## config.mk

```make
export PLATFORM = sky130hd
export DESIGN_NAME = hbv_unit
export DESIGN_NICKNAME = d
export VERILOG_FILES = /design/src/common/hbv_pkg.sv /design/src/design/hbv_prio_enc.sv /design/src/design/hbv_unit.sv
export VERILOG_INCLUDE_DIRS = /design/src /design/src/common
export SDC_FILE = /design/constraint.sdc
export NUM_CORES = 1
export LEC_CHECK = 0
export BUFFER_PORTS_ARGS = -buffer_cell sky130_fd_sc_hd__buf_2
export CAP_MARGIN = 20
export CORE_MARGIN = 3
export CORE_UTILIZATION = 53
export DETAILED_ROUTE_END_ITERATION = 6
export GPL_TIMING_DRIVEN = 0
export PLACE_DENSITY = 0.85
export SLEW_MARGIN = 10
export SYNTH_ARGS = -nofsm -noshare
export SYNTH_HDL_FRONTEND = slang
export SYNTH_SLANG_ARGS = --single-unit
```

## constraint.sdc

```tcl
create_clock -name clock -period 5.1 [get_ports clock]
set_input_delay 0.765 -clock clock [delete_from_list [all_inputs] [get_ports clock]]
set_output_delay 0.765 -clock clock [all_outputs]
set_load 0.05 [all_outputs]
```

## src/common/hbv_cfg.svh

```systemverilog
// Constants for the host bus and interrupt vector unit
`ifndef HBV_CFG_SVH
`define HBV_CFG_SVH

`define HBV_NUM_CHAN     16
`define HBV_REG_VECTOR   5'h17
`define HBV_VEC_RESET    8'h0F
`define HBV_VEC_UP_HI    7
`define HBV_VEC_UP_LO    4
`define HBV_VEC_SVC_BIT  3
`define HBV_CLK_MHZ      50
`define HBV_RST_MIN_NS   2000
`define HBV_RST_MIN_CYC  ((`HBV_RST_MIN_NS * `HBV_CLK_MHZ + 999) / 1000)

`endif

```

## src/common/hbv_pkg.sv

```systemverilog
// Types for the host bus and interrupt vector unit
package hbv_pkg;

  typedef logic [15:0] hbv_chan_t;
  typedef logic [7:0]  hbv_byte_t;
  typedef logic [4:0]  hbv_sel_t;
  typedef logic [3:0]  hbv_code_t;

  typedef enum logic [2:0] {
    HBV_IDLE,
    HBV_LOAD,
    HBV_HOLD,
    HBV_NEG,
    HBV_PASS
  } hbv_state_t;

endpackage : hbv_pkg

```

## src/design/hbv_prio_enc.sv

```systemverilog
// Fixed priority encoder over the interrupt channels
`timescale 1ns/1ns

module hbv_prio_enc
  import hbv_pkg::*;
(
  input  wire hbv_pkg::hbv_chan_t req,
  output logic                    valid,
  output hbv_pkg::hbv_code_t      code
);

  // Highest index wins, code equals index
  always_comb begin
    valid = 1'b0;
    code  = 4'h0;
    for (int i = 0; i < 16; i++) begin
      if (req[i]) begin
        valid = 1'b1;
        code  = hbv_code_t'(i);
      end
    end
  end

endmodule : hbv_prio_enc

```

## src/design/hbv_unit.sv

```systemverilog
// Host bus slave with interrupt acknowledge and vector logic
`timescale 1ns/1ns
`include "hbv_cfg.svh"

module hbv_unit (
  input  wire logic               clock,
  input  wire logic               rst,
  input  wire logic               chipSelN,
  input  wire logic               dataStrobeN,
  input  wire logic               readHighWriteLow,
  input  wire hbv_pkg::hbv_sel_t  regSelect,
  input  wire hbv_pkg::hbv_byte_t dataIn,
  output hbv_pkg::hbv_byte_t      dataOut,
  output logic                    dataOe,
  output logic                    xferAckN,
  output logic                    xferAckOe,
  input  wire logic               intrAckN,
  input  wire logic               chainEnableInN,
  output logic                    chainEnableOutN,
  output logic                    intReqN,
  output logic                    intReqOe,
  input  wire hbv_pkg::hbv_chan_t chanPending,
  input  wire hbv_pkg::hbv_chan_t chanUnmasked,
  input  wire hbv_pkg::hbv_chan_t isrClear,
  output hbv_pkg::hbv_chan_t      pendClear,
  output hbv_pkg::hbv_chan_t      inService,
  output logic                    svcEnable
);

  import hbv_pkg::*;

  localparam hbv_byte_t vecResetVal = `HBV_VEC_RESET;

  hbv_state_t state;
  logic       inIack;
  hbv_code_t  vecUpper;
  hbv_chan_t  clrSent;
  hbv_chan_t  effReq;
  hbv_chan_t  winMask;
  hbv_code_t  winCode;
  hbv_byte_t  regRead;
  logic       anyPend;
  logic       busReq;
  logic       iackReq;
  logic       busEnd;
  logic       iackEnd;
  logic       endNow;
  logic       rdStart;
  logic       wrStart;
  logic       vecStart;
  logic       passStart;
  logic       vecHit;

  // Strobe decode
  assign busReq   = !chipSelN && !dataStrobeN && intrAckN;
  assign iackReq  = !intrAckN && !dataStrobeN;
  assign busEnd   = chipSelN || dataStrobeN;
  assign iackEnd  = dataStrobeN || intrAckN;
  assign endNow   = inIack ? iackEnd : busEnd;

  // Cycle starts, taken only from idle
  assign rdStart   = (state == HBV_IDLE) && busReq && readHighWriteLow;
  assign wrStart   = (state == HBV_IDLE) && busReq && !readHighWriteLow;
  assign vecStart  = (state == HBV_IDLE) && !busReq && iackReq
                     && !chainEnableInN && anyPend;
  assign passStart = (state == HBV_IDLE) && !busReq && iackReq
                     && !chainEnableInN && !anyPend;

  assign vecHit = (regSelect == `HBV_REG_VECTOR);

  // Already acknowledged channels stay out until their pending drops
  assign effReq  = chanPending & chanUnmasked & ~clrSent;
  assign winMask = hbv_chan_t'(1) << winCode;

  hbv_prio_enc uPrio (
    .req   (effReq),
    .valid (anyPend),
    .code  (winCode)
  );

  // Read data, low bits of the vector register read zero
  always_comb begin
    regRead = 8'h00;
    if (vecHit) begin
      regRead = {vecUpper, svcEnable, 3'b000};
    end
  end

  // Bus cycle sequencer
  always_ff @(posedge clock or posedge rst) begin
    if (rst) begin
      state  <= HBV_IDLE;
      inIack <= 1'b0;
    end else begin
      case (state)
        HBV_IDLE: begin
          if (rdStart || wrStart) begin
            inIack <= 1'b0;
            state  <= HBV_LOAD;
          end else if (vecStart) begin
            inIack <= 1'b1;
            state  <= HBV_LOAD;
          end else if (passStart) begin
            inIack <= 1'b1;
            state  <= HBV_PASS;
          end
        end
        HBV_LOAD: begin
          state <= HBV_HOLD;
        end
        HBV_HOLD: begin
          if (endNow) begin
            state <= HBV_NEG;
          end
        end
        HBV_NEG: begin
          state <= HBV_IDLE;
        end
        HBV_PASS: begin
          if (iackEnd) begin
            state <= HBV_IDLE;
          end
        end
        default: begin
          state <= HBV_IDLE;
        end
      endcase
    end
  end

  // Data bus drive
  always_ff @(posedge clock or posedge rst) begin
    if (rst) begin
      dataOut <= 8'h00;
      dataOe  <= 1'b0;
    end else if (rdStart) begin
      dataOut <= regRead;
      dataOe  <= 1'b1;
    end else if (vecStart) begin
      dataOut <= {vecUpper, winCode};
      dataOe  <= 1'b1;
    end else if (state == HBV_HOLD && endNow) begin
      dataOe  <= 1'b0;
    end
  end

  // Transfer acknowledge, driven high before release
  always_ff @(posedge clock or posedge rst) begin
    if (rst) begin
      xferAckN  <= 1'b1;
      xferAckOe <= 1'b0;
    end else begin
      case (state)
        HBV_LOAD: begin
          xferAckN  <= 1'b0;
          xferAckOe <= 1'b1;
        end
        HBV_HOLD: begin
          if (endNow) begin
            xferAckN <= 1'b1;
          end
        end
        HBV_NEG: begin
          xferAckOe <= 1'b0;
        end
        default: begin
          xferAckN <= 1'b1;
        end
      endcase
    end
  end

  // Daisy chain output
  always_ff @(posedge clock or posedge rst) begin
    if (rst) begin
      chainEnableOutN <= 1'b1;
    end else if (passStart) begin
      chainEnableOutN <= 1'b0;
    end else if (state == HBV_PASS && iackEnd) begin
      chainEnableOutN <= 1'b1;
    end
  end

  // Vector register, loaded at the start of a write
  always_ff @(posedge clock or posedge rst) begin
    if (rst) begin
      vecUpper  <= vecResetVal[`HBV_VEC_UP_HI:`HBV_VEC_UP_LO];
      svcEnable <= vecResetVal[`HBV_VEC_SVC_BIT];
    end else if (wrStart && vecHit) begin
      vecUpper  <= dataIn[`HBV_VEC_UP_HI:`HBV_VEC_UP_LO];
      svcEnable <= dataIn[`HBV_VEC_SVC_BIT];
    end
  end

  // Pending clear pulse to the acknowledged channel
  always_ff @(posedge clock or posedge rst) begin
    if (rst) begin
      pendClear <= 16'h0000;
    end else if (vecStart) begin
      pendClear <= winMask;
    end else begin
      pendClear <= 16'h0000;
    end
  end

  // Channels waiting for their pending bit to fall, set wins
  always_ff @(posedge clock or posedge rst) begin
    if (rst) begin
      clrSent <= 16'h0000;
    end else if (vecStart) begin
      clrSent <= (clrSent & chanPending) | winMask;
    end else begin
      clrSent <= clrSent & chanPending;
    end
  end

  // In-service bits, forced low in automatic mode, set wins
  always_ff @(posedge clock or posedge rst) begin
    if (rst) begin
      inService <= 16'h0000;
    end else if (!svcEnable) begin
      inService <= 16'h0000;
    end else if (vecStart) begin
      inService <= (inService & ~isrClear) | winMask;
    end else begin
      inService <= inService & ~isrClear;
    end
  end

  // Open-drain interrupt request
  always_ff @(posedge clock or posedge rst) begin
    if (rst) begin
      intReqN  <= 1'b1;
      intReqOe <= 1'b0;
    end else begin
      intReqN  <= !(|effReq);
      intReqOe <= |effReq;
    end
  end
endmodule : hbv_unit

```

==> results.rst <==
.. list-table::
   :header-rows: 1

   * - Metric
     - Value
   * - Result of the run
     - complete, no violations
   * - Number of instances in the placed design
     - around 460
   * - Area growth from synthesis to final layout
     - 28.21%
   * - First-pass GRT wire length
     - roughly 12 mm
   * - Total negative slack
     - 0 ns
   * - Relative max-transition margin
     - between 50% and 60%
   * - Standby leakage power
     - 2.127 nW
   * - Initial Util
     - a little under three fifths
   * - Register-to-register path setup slack
     - ~2.9 ns
   * - Post-CTS Setup Bufs
     - 0
   * - Number of DRC markers after the initial detailed-route iteration
     - 130
   * - Final Hold Fails
     - 0
   * - Number of global-route vias before repair
     - ~2500
   * - Top Metal Used
     - met4
   * - Non-filler instance count after layout
     - 473
   * - Number of diodes added for antenna fixing
     - 0
   * - Post-synthesis adder-cell area fraction
     - 0%
   * - Mux contribution to synthesized area
     - ~1.8%
   * - Final count of negative-setup-slack endpoints
     - 0
   * - Max Freq
     - 0.4294 GHz
   * - TritonCTS clock tree
     - done
   * - Total length of routed met2 wires
     - between 3 and 4 mm
   * - Distinct cell type count after synthesis
     - 48
   * - Post-synthesis instance total
     - approximately 270
   * - Met3 routed wirelength
     - about 550 microns
   * - Cell area after synthesis
     - a little over 3000 sq um
   * - PwrDens
     - 357.3 nW/um^2
   * - Mean number of vias per cell
     - 5.533
   * - Vias after detailed routing
     - between 2000 and 3000
   * - CTS Buf Count
     - 9
   * - Commonest cells in the synthesized netlist
     - dfrtp_1, nand2_1, nand3_1
   * - Top area cells in the synthesized netlist
     - dfrtp_1, nand2_1, dfstp_2
   * - Time the final worst path needs with I/O delays and setup
     - around 2.3 ns
   * - Insertion delay to the later sink of the worst-skew pair
     - between 0.3 and 0.4 ns
   * - Final wirelength
     - 7.587 mm
   * - Total number of nets in the final design
     - ~460
   * - Largest clock skew in the final design
     - around 0.0046 ns
   * - Most repeated cell in the gate-level netlist after synthesis
     - dfrtp_1
   * - Buffer cell driving the clock tree root
     - clkbuf_8
   * - Worst-margin pin slew
     - approximately 0.74 ns
   * - Area share of xor/xnor cells in the synthesized design
     - less than 1%
   * - GRT Total Usage
     - about a quarter
   * - Path category of the worst min-delay check
     - in -> async
   * - Most used flip-flop cell after synthesis
     - dfrtp_1
   * - Critical Path Sink Type
     - register
   * - Number of synthesized flops with an enable pin
     - 0
   * - Number of nets in the synthesized netlist
     - ~340
   * - Final worst path period share
     - approximately 46%
   * - Worst vdd rail ir drop
     - approximately 0.22 mV
   * - Max Root-Sink Buffers
     - 2
   * - Wire length on met1
     - 3.033 mm
   * - Fill cell total of the finished layout
     - 422
   * - Dominant combinational cell family by area after synthesis
     - simple AND/OR/NAND/NOR gates
   * - Pin count of the biggest net entering global routing
     - 71
   * - Startpoint-to-endpoint class of the critical path
     - in -> reg
   * - Number of clock sinks seen by CTS
     - roughly 70
   * - Post-synthesis cell type with the largest combined area
     - dfrtp_1
   * - First drt pass iteration count
     - 4
   * - Mapped Avg Cell Area
     - about 11 sq um
   * - Number of placed I/O pins
     - 115
   * - Start of the worst register-to-register path
     - state[2]$_DFFE_PP0P_
   * - Critical path peak fanout
     - 10
   * - Number of max-slew violations in the final report
     - 0
   * - Yosys warns
     - 0
   * - # DRC
     - 0
   * - Seq/Total Area, Yosys
     - roughly three fifths
   * - Die boundary width
     - between 80 and 90 microns
   * - Estimated wirelength of the detail-placed design
     - about 5.7 mm
   * - H-tree depth
     - 3
   * - Initial antenna violation count
     - 0
   * - DR WL/cell
     - approximately 16 microns
   * - Die footprint
     - 6740 sq um
   * - Sequential cell area in the final layout
     - between 1500 and 2000 sq um
   * - Count of buffers inserted at the top-level ports
     - roughly 110
   * - Hold buffer count at CTS
     - 0
   * - FF-to-FF path depth
     - 6
   * - Core Area
     - roughly 5500 sq um
   * - Worst reg2reg endpoint
     - inService[0]$_DFF_PP0_
   * - Post-CTS clock slew at the launch and capture registers of the worst setup and hold paths
     - approximately 0.070 ns
   * - Compound-Gate Fraction of Synth Area
     - a little over an eighth
   * - Share of the synthesized area in the top cell type
     - 54.63%
   * - Number of synthesized register bits
     - 71
   * - Critical Path Source Type
     - primary input
   * - Unrepaired setup endpoints after global routing
     - no
   * - Area taken by multi-input logic gates
     - ~1200 sq um
   * - Total gr overflow
     - 0
   * - Proportion of register bits with asynchronous set or reset after synthesis
     - 100.0%
   * - Weighted congestion reported at the end of routability-driven placement
     - about 0.80
   * - Synthesized-area fraction occupied by and/or/nand/nor cells
     - 23.64%
   * - Worst Path Arrival
     - approximately 2.6 ns
   * - Max capacitance violation total
     - 0
   * - Worst Path Required
     - 5.35 ns
   * - Die Height
     - 82.10 microns
   * - Post_cts resized
     - 0
   * - Fraction of final layout cells with drive strength greater than 1
     - 38.40%
   * - Rows
     - 27
   * - Final ANT Viol Nets
     - 0
[per-layer routing]
metal | GRT usage, % | vias up
li1 | - | 1233
met2 | 40.71 | 111
met4 | 10.80 | 0
met5 | 0 | -
met3 | 4.989 | 15
met1 | 31.17 | 1258
[worst max-delay path, stage by stage]
cell and delay [ns]:
buf_2 0.11, and3b_1 0.17, o211ai_1 0.19, a31oi_1 0.12
o211ai_1 0.50, buf_2 0.34, nand2_1 0.19, o22ai_1 0.20
[worst max path at each step]
| stage | from | to | cells past startpoint |
|---|---|---|---|
| 6_report | chanUnmasked[2] | inService[5]$_DFF_PP0_ | 8 |
| 5_1_grt | chanUnmasked[2] | inService[5]$_DFF_PP0_ | 8 |
| 4_1_cts | chanUnmasked[2] | inService[5]$_DFF_PP0_ | 8 |
| 3_5_place_dp | chanUnmasked[2] | inService[5]$_DFF_PP0_ | 8 |
| 3_3_place_gp | rst | clrSent[4]$_DFF_PP0_ | 2 |
| 2_1_floorplan | rst | clrSent[0]$_DFF_PP0_ | 1 |
[cell usage in the layout (no fill, tap or decap), types with 2 or more instances in the layout]
cell        n
buf_2     114
dfrtp_1    67
nand2_1    37
nand3_1    14
nand3b_1   13
o22ai_1    12
o21ai_0    11
a21o_1     10
clkbuf_8   10
nor2_1      9
a21oi_1     9
inv_1       7
nand2b_1    7
nor3_1      6
mux2_2      5
clkbuf_1    4
nor3b_1     4
nand4_1     4
nor2b_1     4
dfstp_2     4
and2_1      3
nand3b_4    3
or2_2       3
clkinv_2    3
buf_6       2
o31a_1      2
a211oi_1    2
o211ai_1    2
and2b_1     2
nor3b_2     2
o31ai_1     2
o21a_1      2
o41ai_1     2
[per-stage QoR]
step                      worst slack [ns]  area, sq um  hold WS, ns  utilization, %  total power, mW
after global routing                 2.561         3935       0.2707           71.03            1.474
after CTS                            2.831         3935       0.2709           71.03            1.413
after detailed placement             2.466         3745       0.4601           67.59           0.9868
after global placement               1.836         3715       0.4543           67.05           0.9757
after floorplan                      2.545         3069       0.4402               -           0.8860
final                                2.771         3935       0.2795           71.03            1.406
[flip-flops by register name, summed over array words and instances (netlist names)]
register / cells
dataOut: 8
inService: 16
chainEnableOutN: 1
intReqOe: 1
state: 3
inIack: 1
vecUpper: 4
dataOe: 1
clrSent: 16
intReqN: 1
xferAckOe: 1
xferAckN: 1
svcEnable: 1
pendClear: 16
[where the power goes]
group	internal (mW)	switching, mW	leakage (nW)
registers	0.610	0.0261	0.958
logic	0.111	0.231	1.07
clock network	0.237	0.192	0.100
[layout make-up]
cell class / count / area share [%]
Clock inverter: 4 / 1.145
Timing Repair Buffer: 112 / 14.82
Sequential cell: 71 / 45.28
Multi-Input combinational cell: 186 / 30.72
Buffer: 8 / 1.240
Tap cell: 72 / 2.289
Clock buffer: 12 / 3.688
Inverter: 8 / 0.8267
[logic make-up (layout without fill, tap and decap cells)]
group | Yosys count | in the layout
AOI/OAI and AO/OA | 61 | 61
xor gates and xnor gates | 1 | 1
buffers and inverters | 16 | 144
DFF | 71 | 71
muxes | 5 | 5
and+or+nand+nor | 119 | 119
Note: power is estimated with default switching activity, not from simulation.
